$ cat src/hdl/synth_cal_pkg.sv
package synth_cal_pkg;
  // ----------------------------------------------------------------
  // Word layout
  // ----------------------------------------------------------------
  localparam int WORD_W = 32;
  localparam int SEL_W  = 4;
  localparam logic [3:0] SEL_FIXED    = 4'h8;
  localparam logic [3:0] SEL_BAND_CAL = 4'h9;
  localparam logic [3:0] SEL_TEMP_ADC = 4'hA;
  localparam logic [3:0] SEL_VCO_HOLD = 4'hB;
  localparam logic [3:0] SEL_RESYNC   = 4'hC;
  localparam logic [31:0] FIXED_RESERVED_WORD = 32'h15596568;
  // Band and calibration timer fields
  localparam int BAND_DIV_LSB = 24;
  localparam int BAND_TO_LSB  = 14;
  localparam int LVL_WAIT_LSB = 9;
  localparam int SETTLE_LSB   = 4;
  // Temperature ADC control fields
  localparam int ADC_DIV_LSB  = 6;
  localparam int CONV_BIT     = 5;
  localparam int ADC_PWR_BIT  = 4;
  // Bits 23:22 of the reserved span sit at positions 9:8 of this slice
  localparam logic [17:0] ADC_RSVD_VALUE = 18'h00300;
  // VCO hold control
  localparam int VCO_HOLD_BIT = 24;
  localparam logic [27:0] HOLD_RSVD_VALUE = 28'h0061200;
  // Resync timeout
  localparam int RESYNC_LSB = 12;
  localparam logic [7:0] RESYNC_RSVD_VALUE = 8'h5F;
  // Default reference division ratio before programming
  localparam logic [9:0] REF_DIV_DEFAULT = 10'h001;
  // ----------------------------------------------------------------
  // Host link timing
  // ----------------------------------------------------------------
  localparam int CLK_HZ      = 50_000_000;
  localparam int SCLK_DIV    = 4;
endpackage

$ cat src/hdl/synth_link_if.sv
`timescale 1ns/1ps
`default_nettype none
interface synth_link_if;
  logic sclk;
  logic sdata;
  logic load_en;
  modport host (output sclk, output sdata, output load_en);
  modport dev  (input sclk, input sdata, input load_en);
endinterface
`default_nettype wire

$ cat src/hdl/synth_cal_regs.sv
`timescale 1ns/1ps
`default_nettype none
module synth_cal_regs
  import synth_cal_pkg::*;
(
  input  wire logic        i_clock,
  input  wire logic        i_arst_n,
  synth_link_if.dev        link,
  input  wire logic        i_ref_tick,
  input  wire logic        i_counter_reset,
  input  wire logic        i_ref_div_valid,
  input  wire logic [9:0]  i_ref_div,
  output logic [7:0]       o_band_clock_divider,
  output logic [9:0]       o_band_select_timeout,
  output logic [4:0]       o_level_cal_wait,
  output logic [4:0]       o_lock_settle_count,
  output logic [7:0]       o_temp_adc_divider,
  output logic             o_convert_on_write,
  output logic             o_temp_adc_power,
  output logic             o_vco_band_hold,
  output logic [19:0]      o_resync_timeout_count,
  output logic             o_adc_clock_tick,
  output logic             o_adc_convert_start,
  output logic             o_counters_reset,
  output logic             o_vco_band_reset,
  output logic [9:0]       o_ref_div_ratio,
  output logic             o_word_loaded
);
  // ----------------------------------------------------------------
  // Pin synchronisation
  // ----------------------------------------------------------------
  logic [2:0] pins_s;
  sync2 #(.W(3)) u_sync (
    .i_clock  (i_clock),
    .i_arst_n (i_arst_n),
    .i_async  ({link.sclk, link.sdata, link.load_en}),
    .o_sync   (pins_s)
  );
  logic sclk_prev_q, sclk_prev_d;
  logic le_prev_q, le_prev_d;
  logic [31:0] shift_q, shift_d;
  logic sclk_rise, le_rise;
  assign sclk_rise = pins_s[2] & ~sclk_prev_q;
  assign le_rise   = pins_s[0] & ~le_prev_q;

  // ----------------------------------------------------------------
  // Registers
  // ----------------------------------------------------------------
  logic [31:0] band_q, band_d, adc_q, adc_d, hold_q, hold_d, resync_q, resync_d;
  logic [9:0]  ref_q, ref_d;
  logic [7:0]  adc_cnt_q, adc_cnt_d;
  logic [9:0]  ref_cnt_q, ref_cnt_d;
  logic        conv_q, conv_d, tick_q, tick_d, loaded_q, loaded_d;

  always_comb
  begin
    sclk_prev_d = pins_s[2];
    le_prev_d   = pins_s[0];
    shift_d     = shift_q;
    band_d      = band_q;
    adc_d       = adc_q;
    hold_d      = hold_q;
    resync_d    = resync_q;
    ref_d       = ref_q;
    conv_d      = 1'b0;
    loaded_d    = 1'b0;
    tick_d      = 1'b0;
    ref_cnt_d   = ref_cnt_q;
    adc_cnt_d   = adc_cnt_q;
    if (sclk_rise)
      shift_d = {shift_q[30:0], pins_s[1]};
    if (le_rise)
    begin
      loaded_d = 1'b1;
      unique case (shift_q[SEL_W-1:0])
        SEL_BAND_CAL: band_d = shift_q;
        SEL_TEMP_ADC:
        begin
          adc_d  = shift_q;
          conv_d = shift_q[CONV_BIT];
        end
        SEL_VCO_HOLD: hold_d = shift_q;
        SEL_RESYNC:   resync_d = shift_q;
        default: ;
      endcase
    end
    if (i_ref_div_valid)
      ref_d = (i_ref_div == 10'h000) ? REF_DIV_DEFAULT : i_ref_div;
    // Reference divide yields the phase detector tick, then ADC divide
    if (i_counter_reset)
    begin
      ref_cnt_d = '0;
      adc_cnt_d = '0;
    end
    else if (i_ref_tick)
    begin
      if (ref_cnt_q + 10'h001 >= ref_q)
      begin
        ref_cnt_d = '0;
        if (adc_q[ADC_PWR_BIT])
        begin
          if (adc_cnt_q + 8'h01 >= adc_q[ADC_DIV_LSB +: 8])
          begin
            adc_cnt_d = '0;
            tick_d    = 1'b1;
          end
          else
            adc_cnt_d = adc_cnt_q + 8'h01;
        end
      end
      else
        ref_cnt_d = ref_cnt_q + 10'h001;
    end
  end

  always_ff @(posedge i_clock or negedge i_arst_n)
  begin
    if (!i_arst_n)
    begin
      sclk_prev_q <= 1'b0;
      le_prev_q   <= 1'b0;
      shift_q     <= '0;
      band_q      <= '0;
      adc_q       <= '0;
      hold_q      <= '0;
      resync_q    <= '0;
      ref_q       <= REF_DIV_DEFAULT;
      ref_cnt_q   <= '0;
      adc_cnt_q   <= '0;
      conv_q      <= 1'b0;
      tick_q      <= 1'b0;
      loaded_q    <= 1'b0;
    end
    else
    begin
      sclk_prev_q <= sclk_prev_d;
      le_prev_q   <= le_prev_d;
      shift_q     <= shift_d;
      band_q      <= band_d;
      adc_q       <= adc_d;
      hold_q      <= hold_d;
      resync_q    <= resync_d;
      ref_q       <= ref_d;
      ref_cnt_q   <= ref_cnt_d;
      adc_cnt_q   <= adc_cnt_d;
      conv_q      <= conv_d;
      tick_q      <= tick_d;
      loaded_q    <= loaded_d;
    end
  end

  // ----------------------------------------------------------------
  // Outputs
  // ----------------------------------------------------------------
  assign o_band_clock_divider   = band_q[BAND_DIV_LSB +: 8];
  assign o_band_select_timeout  = band_q[BAND_TO_LSB +: 10];
  assign o_level_cal_wait       = band_q[LVL_WAIT_LSB +: 5];
  assign o_lock_settle_count    = band_q[SETTLE_LSB +: 5];
  assign o_temp_adc_divider     = adc_q[ADC_DIV_LSB +: 8];
  assign o_convert_on_write     = adc_q[CONV_BIT];
  assign o_temp_adc_power       = adc_q[ADC_PWR_BIT];
  assign o_vco_band_hold        = hold_q[VCO_HOLD_BIT];
  assign o_resync_timeout_count = resync_q[RESYNC_LSB +: 20];
  assign o_adc_clock_tick       = tick_q;
  // Only powered ADC converts
  assign o_adc_convert_start    = conv_q & adc_q[ADC_PWR_BIT];
  assign o_counters_reset       = i_counter_reset;
  assign o_vco_band_reset       = i_counter_reset & ~hold_q[VCO_HOLD_BIT];
  assign o_ref_div_ratio        = ref_q;
  assign o_word_loaded          = loaded_q;
endmodule
`default_nettype wire

$ cat src/hdl/sync2.sv
`timescale 1ns/1ps
`default_nettype none
module sync2 #(
  parameter int W = 1
) (
  input  wire logic         i_clock,
  input  wire logic         i_arst_n,
  input  wire logic [W-1:0] i_async,
  output logic      [W-1:0] o_sync
);
  logic [W-1:0] meta_q;
  logic [W-1:0] sync_q;
  always_ff @(posedge i_clock or negedge i_arst_n)
  begin
    if (!i_arst_n)
    begin
      meta_q <= '0;
      sync_q <= '0;
    end
    else
    begin
      meta_q <= i_async;
      sync_q <= meta_q;
    end
  end
  assign o_sync = sync_q;
endmodule
`default_nettype wire

$ cat src/flat_wrapper.sv
// flat-port wrapper written by rule: the top's interface ports become plain ports
module synth_cal_regs_flat import synth_cal_pkg::*;
  (i_clock, i_arst_n, i_ref_tick, i_counter_reset, i_ref_div_valid, i_ref_div, o_band_clock_divider, o_band_select_timeout, o_level_cal_wait, o_lock_settle_count, o_temp_adc_divider, o_convert_on_write, o_temp_adc_power, o_vco_band_hold, o_resync_timeout_count, o_adc_clock_tick, o_adc_convert_start, o_counters_reset, o_vco_band_reset, o_ref_div_ratio, o_word_loaded, link_sclk, link_sdata, link_load_en);
  synth_link_if link_i ();
  input  wire logic i_clock;
  input  wire logic i_arst_n;
  input  wire logic i_ref_tick;
  input  wire logic i_counter_reset;
  input  wire logic i_ref_div_valid;
  input  wire logic [9:0] i_ref_div;
  output logic [7:0] o_band_clock_divider;
  output logic [9:0] o_band_select_timeout;
  output logic [4:0] o_level_cal_wait;
  output logic [4:0] o_lock_settle_count;
  output logic [7:0] o_temp_adc_divider;
  output logic o_convert_on_write;
  output logic o_temp_adc_power;
  output logic o_vco_band_hold;
  output logic [19:0] o_resync_timeout_count;
  output logic o_adc_clock_tick;
  output logic o_adc_convert_start;
  output logic o_counters_reset;
  output logic o_vco_band_reset;
  output logic [9:0] o_ref_div_ratio;
  output logic o_word_loaded;
  input wire logic [$bits(link_i.sclk)-1:0] link_sclk;
  input wire logic [$bits(link_i.sdata)-1:0] link_sdata;
  input wire logic [$bits(link_i.load_en)-1:0] link_load_en;
  assign link_i.sclk = link_sclk;
  assign link_i.sdata = link_sdata;
  assign link_i.load_en = link_load_en;
  synth_cal_regs u_core (.i_clock(i_clock), .i_arst_n(i_arst_n), .link(link_i), .i_ref_tick(i_ref_tick), .i_counter_reset(i_counter_reset), .i_ref_div_valid(i_ref_div_valid), .i_ref_div(i_ref_div), .o_band_clock_divider(o_band_clock_divider), .o_band_select_timeout(o_band_select_timeout), .o_level_cal_wait(o_level_cal_wait), .o_lock_settle_count(o_lock_settle_count), .o_temp_adc_divider(o_temp_adc_divider), .o_convert_on_write(o_convert_on_write), .o_temp_adc_power(o_temp_adc_power), .o_vco_band_hold(o_vco_band_hold), .o_resync_timeout_count(o_resync_timeout_count), .o_adc_clock_tick(o_adc_clock_tick), .o_adc_convert_start(o_adc_convert_start), .o_counters_reset(o_counters_reset), .o_vco_band_reset(o_vco_band_reset), .o_ref_div_ratio(o_ref_div_ratio), .o_word_loaded(o_word_loaded));
endmodule
$ cat config.mk
export PLATFORM = sky130hd
export DESIGN_NAME = synth_cal_regs_flat
export DESIGN_NICKNAME = d
export VERILOG_FILES = /design/src/hdl/synth_cal_pkg.sv /design/src/hdl/synth_link_if.sv /design/src/hdl/synth_cal_regs.sv /design/src/hdl/sync2.sv /design/src/flat_wrapper.sv
export SDC_FILE = /design/constraint.sdc
export NUM_CORES = 1
export LEC_CHECK = 0
export BUFFER_PORTS_ARGS = -buffer_cell sky130_fd_sc_hd__buf_2
export CORE_MARGIN = 2
export CORE_UTILIZATION = 35
export DETAILED_ROUTE_END_ITERATION = 8
export PLACE_DENSITY = 0.6
export SLEW_MARGIN = 40
export SYNTH_ARGS = -nofsm -noshare
export SYNTH_HDL_FRONTEND = slang
export SYNTH_SLANG_ARGS = --single-unit
$ cat constraint.sdc
create_clock -name i_clock -period 3.45 [get_ports i_clock]
set_input_delay 0.1725 -clock i_clock [delete_from_list [all_inputs] [get_ports i_clock]]
set_output_delay 0.1725 -clock i_clock [all_outputs]
set_load 0.02 [all_outputs]
# == Yosys cells after proc, flatten, opt, wreduce, memory -nomap -nowiden ==
# Index checks and enable logic that the tools add are counted.
# totals
register_bits,174
latch_bits,0
wordCells,56
rom_bits,0
n_memories,0
mem_bits_rw,0
# classes
magnitude_cmp,2
n_eq_ne,4
div_mod_pow,0
bitwise_logic,7
n_mux,17
shifts,0
add_sub_neg,2
mul,0
reduce_logical,9
# ops
op,count
$mux W10,4
$mux W8,5
$eq A4 B4 Y1 const B,4
$add A10 B1 Y10 const B,1
$ge A10 B10 Y1,1
$logic_not A10 Y1,1
$add A8 B1 Y8 const B,1
$ge A8 B8 Y1,1
$mux W1,8
$reduce_and A2 Y1,4
$reduce_bool A2 Y1,3
$and A1 B1 Y1,4
$not A1 Y1,3
$reduce_and A3 Y1,1

# == Logic depth before layout (Yosys ltp) ==
# Gate-level depths: netlist of the first run.
# depth
depth_word,7
mapped_depth,12
depth_no_buf,11

# == Cells and area by module ==
# From an unflattened synthesis of the first run, not the netlist that was laid out.
# unflattened
cells_unflattened,411
area_unflattened_um2,5545.3
# by_module_without_submodules
module,area_each_um2,cells_per_inst,instances
synth_cal_regs,5395.2,405,1
sync2,150.1,6,1

# == Worst setup path before layout of the first run ==
# No wires, ideal clock.
# synth_path
path_kind,flip-flop to flip-flop
from,register u_core.ref_cnt_q[2]
to,register u_core.adc_cnt_q[5]
setup_ns,0.126
path_stages_with_launch,12
path_buffers,0
path_slack_ns,0.832
required_time_ns,3.324
t_arrival_ns,2.492
path_cell_list,dfrtp_1 > and4_1 > nand4_1 > inv_1 > nand3_1 > xnor2_1 > ha_1 > nand2_1 > o21ai_0 > a21o_1 > a31oi_2 > a221o_1
# synth_via
elab_chain_len,4
# synth_rtl
element,line_no,text
from (decl),synth_cal_regs.sv:52,"logic [9:0] ref_cnt_q, ref_cnt_d;"
from (signal assigned),synth_cal_regs.sv:144,ref_cnt_q <= ref_cnt_d;
$add A10 B1 Y10,synth_cal_regs.sv:97,if (ref_cnt_q + 10'h001 >= ref_q)
$ge A10 B10 Y1,synth_cal_regs.sv:97,
$reduce_bool A2 Y1 (no source line),n/a,
$reduce_and A3 Y1 (no source line),n/a,
to (signal assigned),synth_cal_regs.sv:145,adc_cnt_q <= adc_cnt_d;
to (decl),synth_cal_regs.sv:51,"logic [7:0] adc_cnt_q, adc_cnt_d;"
# No other way between the ends.
# A chain may end at the register's enable or synchronous reset.

# == Worst setup path after layout of the first run ==
# layout_path
from,register u_core.ref_cnt_q[3]
to,register u_core.adc_cnt_q[5]
# The elaborated chain is that of the path after synthesis.

==> results of run 1 <==
-- how the worst min path moves through the flow --
stage / startpoint / to / slack, ns / cells past startpoint
finish: i_ref_div[7] / u_core.o_ref_div_ratio[7] / 0.03 / 3
global route: i_ref_div[7] / u_core.o_ref_div_ratio[7] / 0.04 / 3
CTS: i_ref_div[7] / u_core.o_ref_div_ratio[7] / 0.02 / 3
detailed placement: i_arst_n / u_core.o_ref_div_ratio[5] / 0.13 / 1
global placement: i_arst_n / u_core.o_ref_div_ratio[5] / 0.12 / 1
floorplan: i_arst_n / u_core.adc_cnt_q[0] / -0.12 / 0
-- registers in the layout, indices dropped and copies added (netlist names), 3 cells and up --
signal and flops:
u_core.u_sync.meta_q 3, u_core.shift_q 32, u_core.adc_q 10, u_core.u_sync.o_sync 3, u_core.band_q 28, u_core.o_ref_div_ratio 10
u_core.ref_cnt_q 10, u_core.resync_q 20, u_core.adc_cnt_q 8
-- logic make-up after synthesis --
kind of cell | count (synthesis) | share of synthesized area
compound gates | 56 | 0.0721
flops | 130 | 0.590
xor+xnor | 13 | 0.0206
fa+ha+maj | 20 | 0.0453
buf+inv | 34 | 0.0263
simple gates | 75 | 0.0728
mux | 85 | 0.173
-- cells in the mapped netlist (2+ instances only) --
cell type  number  share of area
dfrtp_1       129           0.58
mux2_2         85           0.17
nand2_1        26          0.018
ha_1           20          0.045
inv_1          20          0.014
o21ai_0        20          0.018
nor2_1         12         0.0082
nand3_1         9         0.0082
xnor2_1         9          0.014
a21oi_1         7         0.0063
a22o_1          7          0.011
nor2b_1         7         0.0079
a22o_2          5         0.0091
buf_2           5         0.0045
clkbuf_1        4         0.0027
xor2_1          4         0.0063
a211oi_1        3         0.0041
a21o_1          3         0.0041
buf_1           3         0.0020
nand4_1         3         0.0034
a211oi_2        2         0.0045
and2_1          2         0.0023
nand3b_1        2         0.0027
nor3_1          2         0.0018
o21ai_1         2         0.0018
-- layout make-up --
class / count / area [µm²]
well taps: 211 / 264
multi-input cells: 249 / 2130
flip-flops and latches: 130 / 3250
clock inverters: 9 / 131
inverters: 20 / 75.1
fillers: 1433 / 8350
repair buffers: 108 / 646
clock buffers: 21 / 470
-- worst max-delay path: stages (launching register included) --
cell	delay, ns
dfrtp_1	0.43
and4_1	0.26
nand4_1	0.18
inv_1	0.12
nand3_1	0.13
xnor2_1	0.16
ha_1	0.30
nand2_1	0.07
o21ai_0	0.43
a21o_1	0.19
a31oi_2	0.19
a221o_1	0.39
-- metal layers --
layer / vias up / wire length, µm / GRT usage / share of wire
met4: 0 / 194 / 0.0614 / 0.017
met3: 17 / 669 / 0.0516 / 0.059
li1: 1681 / - / - / -
met5: - / 0 / 0 / 0
met1: 1794 / 5190 / 0.190 / 0.46
met2: 92 / 5270 / 0.223 / 0.47
-- per-stage QoR --
step | cells | power [mW] | cell area, µm² | hold WS [ns] | setup slack, ns
3_3_place_gp | 705 | 2.43 | 6220 | 0.124 | 0.667
3_5_place_dp | 706 | 2.45 | 6250 | 0.125 | 0.483
6_report | 748 | 4.24 | 6970 | 0.0277 | 0.479
4_1_cts | 747 | 4.31 | 6960 | 0.0209 | 0.477
2_1_floorplan | 413 | 2.21 | 5520 | -0.123 | 0.832
5_1_grt | 748 | 4.45 | 6970 | 0.0439 | 0.231
-- where the power goes --
part	switching (mW)	internal [mW]
clock	0.633	1.18
sequential	0.154	1.70
combinational	0.310	0.258
==> impl_metrics.toml, run 1 <==
[grt]
grt_max_degree = 102
grt_pass1_wl_mm = 18.9
antenna_found_initial = 0
grt_pass1_vias = 3695
grt_util_all_layers = 0.146
overflow = 0

[cts]
ctsResizeCount = 0
cts_tree = "built"
clk_pin_slew_ns = 0.06
clk_path_buf_depth = 2
clock_sinks = 130
postCtsSetupBuffers = 0
insertion_delay_ns = 0.42
h-tree-depth = 4
postCtsHoldBufs = 11
cts_made_buffers = 17
cts-root-buf = "clkbuf_16"

[detailed_routing]
ant_nets = 0
drc = 0
wl_per_cell_um = 15.1
vias = 3584
via_per_inst = 4.79
drtIter0Drc = 159
wl_mm = 11.3
first_pass_iters = 4

[final_layout]
nets = 564
n_antenna_cell = 0
post-route-util = 0.455
drive_gt1_frac = 0.425
syn_to_final_growth_pct = 26.2
final_common_cell = "dfrtp_1"
final_cell_mix = "dfrtp_1 (129), buf_2 (90), mux2_2 (85)"

[timing]
hold_viol = 0
worstMarginPinSlew_ns = 0.685
rsz0062_at_grt = "no"
setup_viol = 0
tns_ns = 0
min_period_ns = 2.97
max-slew-margin-rel = 0.543
max_freq_mhz = 337
finalMaxSlewViolations = 0
fin_crit_sh = 0.861
fin_skew_ns = 0.0122

[logic_synthesis]
ys_async_sr_fraction = 1.00
synthCells = 413
ys_ff_latch = 130
synth_edf_count = 0
synth_flop_cell = "dfrtp_1"
syn_nets = 451
avgSynthCellArea_um2 = 13.4
synth_seq_area_share = 0.590
synth_area_um2 = 5520
yosys_warnings = 0
synth.distinct_cells = 47

[hold_path]
holdCritPathClass = "in -> reg"

[setup_path]
r2r_cells = 11
start_kind = "register"
required_ns = 3.74
reg2reg_slack_ns = 0.48
startpoint = "u_core.ref_cnt_q[3]"
worst-setup-path-type = "reg -> reg"
r2r_end = "u_core.adc_cnt_q[5]"
r2r_start = "u_core.ref_cnt_q[3]"
crit_fanout = 8
critical_path.endpoint = "u_core.adc_cnt_q[5]"
cp.arrival_ns = 3.26
end_kind = "register"

[placement]
portBuffers = 91
place.gp.congestion = 0.774
place_hpwl_mm = 7.77

[flow_run]
drv_cap = 0

[power]
power_density_nw_per_um2 = 608
peakVddDrop_mv = 0.334
power.leakage_nw = 3.62

[floorplan]
num_io_pins = 92
start_util = 0.360
core_area_um2 = 15300
rows = 45
dieWidth_um = 130
chipHeight_um = 130
die-area_um2 = 16800

[status]
status = "finished, final reports clean"
(Power assumes the default switching activity.)
==> inputs of run 2 (changes only) <==
ABC_AREA = 1   (was not set)
CELL_PAD_IN_SITES_DETAIL_PLACEMENT = 2   (was not set)
CELL_PAD_IN_SITES_GLOBAL_PLACEMENT = 2   (was not set)
CORE_UTILIZATION = 34   (was 35)
CTS_CLUSTER_DIAMETER = 40   (was not set)
PLACE_DENSITY = 0.85   (was 0.6)
==> impl_metrics.toml, run 2 <==
[placement]
portBuffers = 91
place.gp.congestion = 0.778
place_area_um2 = 6260
place_hpwl_mm = 10.6

[logic_synthesis]
synth.most_common_cell = "nand2_1"
synth.distinct_cells = 31
synth_edf_count = 0
ys_ff_latch = 130
ys_async_sr_fraction = 1.00
avgSynthCellArea_um2 = 9.12
synthCells = 611
synth_top_cell_area_share = 0.579
synth_area_leader_cell = "dfrtp_1"
synth_flop_cell = "dfrtp_1"
synth_commonest_cells = "nand2_1 (168), dfrtp_1 (129), inv_1 (77), o21ai_1 (52), o21ai_0 (47)"
synth_area_um2 = 5580
syn_nets = 649
synth_seq_area_share = 0.584
yosys_warnings = 0
synth_area_leaders = "dfrtp_1 (58%), nand2_1 (11%), inv_1 (5.2%), o21ai_1 (4.7%), ha_1 (4.5%)"

[detailed_routing]
drc = 0
via_per_inst = 4.83
ant_nets = 0
wl_per_cell_um = 16.8
drtIter0Drc = 167
wl_mm = 15.8
first_pass_iters = 4
vias = 4544

[setup_path]
cp_common_cell = "nand2_1"
crit_fanout = 9
cp_cell_sequence = "ha_1 -> nand2_1 -> nor2_1 -> nand2_1 -> xor2_1 -> inv_1 -> ha_1 -> nand2_1 -> nor2_1 -> nand4_1 -> nand3_1 -> nor2_1 -> nand3_1 -> nand2_1"
cp.arrival_ns = 2.85
end_kind = "register"
worst-setup-path-type = "reg -> reg"
slowest_delay_ns = 0.43
start_kind = "register"
required_ns = 3.75
slowest_stage = "dfrtp_1"

[cts]
postCtsSetupBuffers = 0
cts_made_buffers = 17
cts-root-buf = "clkbuf_16"
insertion_delay_ns = 0.42
clk_pin_slew_ns = 0.06
ctsResizeCount = 0
h-tree-depth = 4
clock_sinks = 130
clk_path_buf_depth = 2
cts_tree = "built"

[timing]
max-slew-margin-rel = 0.504
rsz0062_at_grt = "no"
fin_skew_ns = 0.00675
tns_ns = 0
setup_viol = 0
worstMarginPinSlew_ns = 0.741
hold_viol = 0
fin_crit_sh = 0.740
min_period_ns = 2.55
max_freq_mhz = 392
finalMaxSlewViolations = 0

[floorplan]
die-area_um2 = 17400
chipHeight_um = 132
core_area_um2 = 15900
rows = 46
dieWidth_um = 132
start_util = 0.350
num_io_pins = 92

[power]
power_density_nw_per_um2 = 563
peakVddDrop_mv = 0.338
power.leakage_nw = 3.64

[grt]
grt_util_all_layers = 0.192
grt_pass1_vias = 5243
antenna_found_initial = 0
overflow = 0
grt_pass1_wl_mm = 26.7
grt_max_degree = 87

[final_layout]
final_area_um2 = 6970
nets = 749
regMostFlops = "u_core.shift_q"
largest_reg_flops = 32
n_antenna_cell = 0
post-route-util = 0.437
top_regs = "u_core.shift_q x32, u_core.band_q x28, u_core.resync_q x20"
syn_to_final_growth_pct = 25.0
drive_gt1_frac = 0.199
final_common_cell = "nand2_1"
final_cell_mix = "nand2_1 (167), dfrtp_1 (129), buf_2 (90)"

[flow_run]
drv_cap = 0

[hold_path]
holdCritPathClass = "in -> reg"

[status]
status = "finished, final reports clean"
[run 2: cell count changes in the layout (fill, tap and decap cells not counted), sizes merged, moves of 8 or more]
cell   previous run  this run
nand3             9        28
inv              20        80
xnor2             9         1
a22o             12         0
nand2            26       170
o21ai            22        99
nor2             12        29
mux2             85         0
[run 2: final timing paths]
check	start	end	slack, ns	depth (start not counted)
max	u_core.adc_cnt_q[0]	u_core.adc_cnt_q[4]	0.90	14
min	i_ref_div[5]	u_core.o_ref_div_ratio[5]	0.009	3
max reg2reg	u_core.adc_cnt_q[0]	u_core.adc_cnt_q[4]	0.90	14
min reg2reg	u_core.u_sync.meta_q[1]	u_core.u_sync.o_sync[1]	0.35	0
max in group asynchronous	i_arst_n	u_core.band_q[22]	2.37	3
min in group asynchronous	i_arst_n	u_core.o_ref_div_ratio[9]	0.26	2
[run 2: final cells by class]
type	count	area, µm²
timing repair buffer	103	584
clock inverter	14	188
tap	216	270
sequential	130	3250
fill	1786	8970
inverter	81	307
multi-input combinational	378	1930
clock buffer	18	439
[run 2: through the flow]
step	total power, mW	instances	hold WS (ns)	setup WS (ns)
after floorplan	1.87	611	-0.123	1.33
after global placement	2.01	899	0.117	1.05
after detailed placement	2.04	899	0.131	0.926
after CTS	3.97	939	0.00163	0.881
after global routing	4.11	940	0.00453	0.619
final	3.93	940	0.00879	0.897
[run 2: power breakdown]
part	internal [mW]	switching [mW]	leakage [nW]
sequential	1.61	0.0535	1.76
combinational	0.101	0.251	1.57
clock	1.22	0.690	0.309
total	2.93	0.995	3.64
[run 2: cells by family after synthesis]
group | count (synthesis) | synth area share
simple gates | 238 | 0.181
flops | 130 | 0.584
buf+inv | 103 | 0.0716
compound gates | 109 | 0.0999
xor+xnor | 11 | 0.0186
fa+ha+maj | 20 | 0.0449
[run 2: metal layers]
layer  up-vias  track usage  share of wire
met3        21       0.0584          0.048
met2        74        0.345           0.53
met5         -            0              0
met4         0       0.0574          0.013
met1      2313        0.219           0.41
li1       2136            -              -
[run 2: worst max-delay path, delay by kind of cell (launching register included)]
kind	cells	cell delay, ns
xor+xnor	1	0.20
fa+ha+maj	2	0.48
buf+inv	1	0.07
flops	1	0.43
simple gates	10	1.26
[run 2: repair_timing]
item                       in CTS  in global routing
setup endpoints to repair       0                  0
hold buffers                    8                  0
hold endpoints to repair       50                  0
==> inputs of run 3 (changes only) <==
ABC_AREA = 0   (was 1)
CORE_UTILIZATION = 35   (was 34)
PLACE_DENSITY = 0.79   (was 0.85)
clock period = 2.4 ns   (was 3.45 ns; I/O delays follow)
==> impl_metrics.toml, run 3 (synthesis gave the netlist of run 1 again) <==
[final_layout]
final_cell_mix = "dfrtp_1 (127), buf_2 (90), mux2_2 (84)"
n_antenna_cell = 0
nets = 616
drive_gt1_frac = 0.547
stdcell_count = 801
largest_reg_flops = 32
fillerInstances = 1490
regMostFlops = "u_core.shift_q"
final_common_cell = "dfrtp_1"
post-route-util = 0.510
top_regs = "u_core.shift_q x32, u_core.band_q x28, u_core.resync_q x20"
final_area_um2 = 7810
syn_to_final_growth_pct = 41.4

[flow_run]
drv_cap = 0

[detailed_routing]
ant_nets = 0
wl_per_cell_um = 22.1
drtIter0Drc = 128
vias = 4006
first_pass_iters = 4
via_per_inst = 5.00
drc = 0
wl_mm = 17.7

[setup_path]
slowest_stage = "dfrtp_2"
start_kind = "register"
slowest_delay_ns = 0.38
cp.arrival_ns = 3.00
required_ns = 2.75
worst-setup-path-type = "reg -> reg"
cp_top_family = "simple AND/OR/NAND/NOR gates"
path_buf_inv = 2
end_kind = "register"
crit_fanout = 3
cp_cell_sequence = "and4_4 -> nand4_1 -> buf_4 -> xnor2_2 -> ha_1 -> a21oi_2 -> o21ai_4 -> buf_6 -> a211o_4 -> or3_4 -> o21ai_2"

[timing]
min_period_ns = 2.66
max-slew-margin-rel = 0.473
fin_skew_ns = 0.00904
hold_viol = 0
setup_ws_ns = -0.255
max_freq_mhz = 377
worstMarginPinSlew_ns = 0.788
tns_ns = -3.15
rsz0062_at_grt = "yes"
fin_crit_sh = 1.11
setup_viol = 18
finalMaxSlewViolations = 0

[floorplan]
core_area_um2 = 15300
start_util = 0.360
num_io_pins = 92
die-area_um2 = 16800
dieWidth_um = 130
rows = 45
chipHeight_um = 130

[cts]
clk_pin_slew_ns = 0.06
cts_made_buffers = 17
cts_tree = "built"
h-tree-depth = 4
clock_sinks = 130
insertion_delay_ns = 0.43
clk_path_buf_depth = 2
cts-root-buf = "clkbuf_16"

[grt]
grt_pass1_vias = 4661
antenna_found_initial = 0
grt_max_degree = 58
grt_pass1_wl_mm = 26.4
grt_util_all_layers = 0.212
overflow = 0

[placement]
portBuffers = 91
place_hpwl_mm = 9.95
place_area_um2 = 6480
dpl.cell_count = 735
place.gp.congestion = 0.821

[status]
violations = "negative setup slack"
status = "complete, but fails checks"

[power]
peakVddDrop_mv = 0.541
power.leakage_nw = 4.01
power_density_nw_per_um2 = 836

[hold_path]
holdCritPathClass = "in -> reg"
-- run 3: changes by cell type in the layout (fill, tap and decap cells not counted), moves of 7 or more --
| cell | delta |
|---|---|
| mux2_2 | +84 |
| nand3_1 | -21 |
| inv_1 | -58 |
| nor2_1 | -17 |
| o21ai_1 | -51 |
| nand2_1 | -142 |
| ha_1 | -7 |
| xor2_1 | -9 |
| o21ai_0 | -31 |
| a22o_1 | +7 |
| buf_6 | +10 |
| ha_4 | +7 |
| buf_4 | +40 |
-- run 3: path summary, 6_finish.rpt --
path	start	end	slack, ns	cells past startpoint
max in group asynchronous	i_arst_n	u_core.resync_q[26]	1.44	3
min in group asynchronous	i_arst_n	u_core.o_ref_div_ratio[8]	0.21	2
max reg2reg	u_core.ref_cnt_q[2]	u_core.ref_cnt_q[9]	-0.26	11
max	u_core.ref_cnt_q[2]	u_core.ref_cnt_q[9]	-0.26	11
min reg2reg	u_core.u_sync.meta_q[1]	u_core.u_sync.o_sync[1]	0.36	0
min	i_counter_reset	u_core.o_adc_clock_tick	0.11	4
-- run 3: repair_timing --
item	4_1_cts	5_1_grt
pin swaps	30	33
buffers inserted	16	5
endpoints found under the hold margin	67	0
resized for setup	32	37
setup endpoints to repair	19	19
hold buffers	14	0
-- run 3: metal layers --
layer | track usage | up-vias | share of wire
met3 | 0.0562 | 35 | 0.040
met4 | 0.0633 | 0 | 0.029
met2 | 0.379 | 90 | 0.54
met5 | 0 | - | 0
met1 | 0.249 | 2102 | 0.40
li1 | - | 1779 | -
-- run 3: per-stage QoR --
step	setup WS (ns)	power, mW	hold WS, ns
after floorplan	-0.0719	3.19	-0.176
after global placement	-0.105	3.57	0.217
after detailed placement	-0.356	3.64	0.223
after CTS	-0.172	6.49	0.0681
after global routing	-0.332	6.80	0.119
final	-0.255	6.53	0.111
-- run 3: where the power goes --
group	internal, mW	switching (mW)	leakage, nW
clock network	1.77	1.02	0.304
logic	0.468	0.569	1.97
registers	2.44	0.268	1.74
-- run 3: area by class of cell --
type                    count  area, µm²  share of cell area
clock buffers              19        443              0.0567
clock inverters            12        181              0.0232
inverters                  20       75.1             0.00962
multi-input cells         249       2510               0.321
flip-flops and latches    130       3260               0.417
well taps                 211        264              0.0338
repair buffers            160       1080               0.138
-- run 3: worst reg2reg max path, cell delays in order (launching register included) --
cell	delay [ns]
dfrtp_2	0.38
and4_4	0.23
nand4_1	0.16
buf_4	0.21
xnor2_2	0.13
ha_1	0.34
a21oi_2	0.21
o21ai_4	0.09
buf_6	0.13
a211o_4	0.27
or3_4	0.34
o21ai_2	0.08
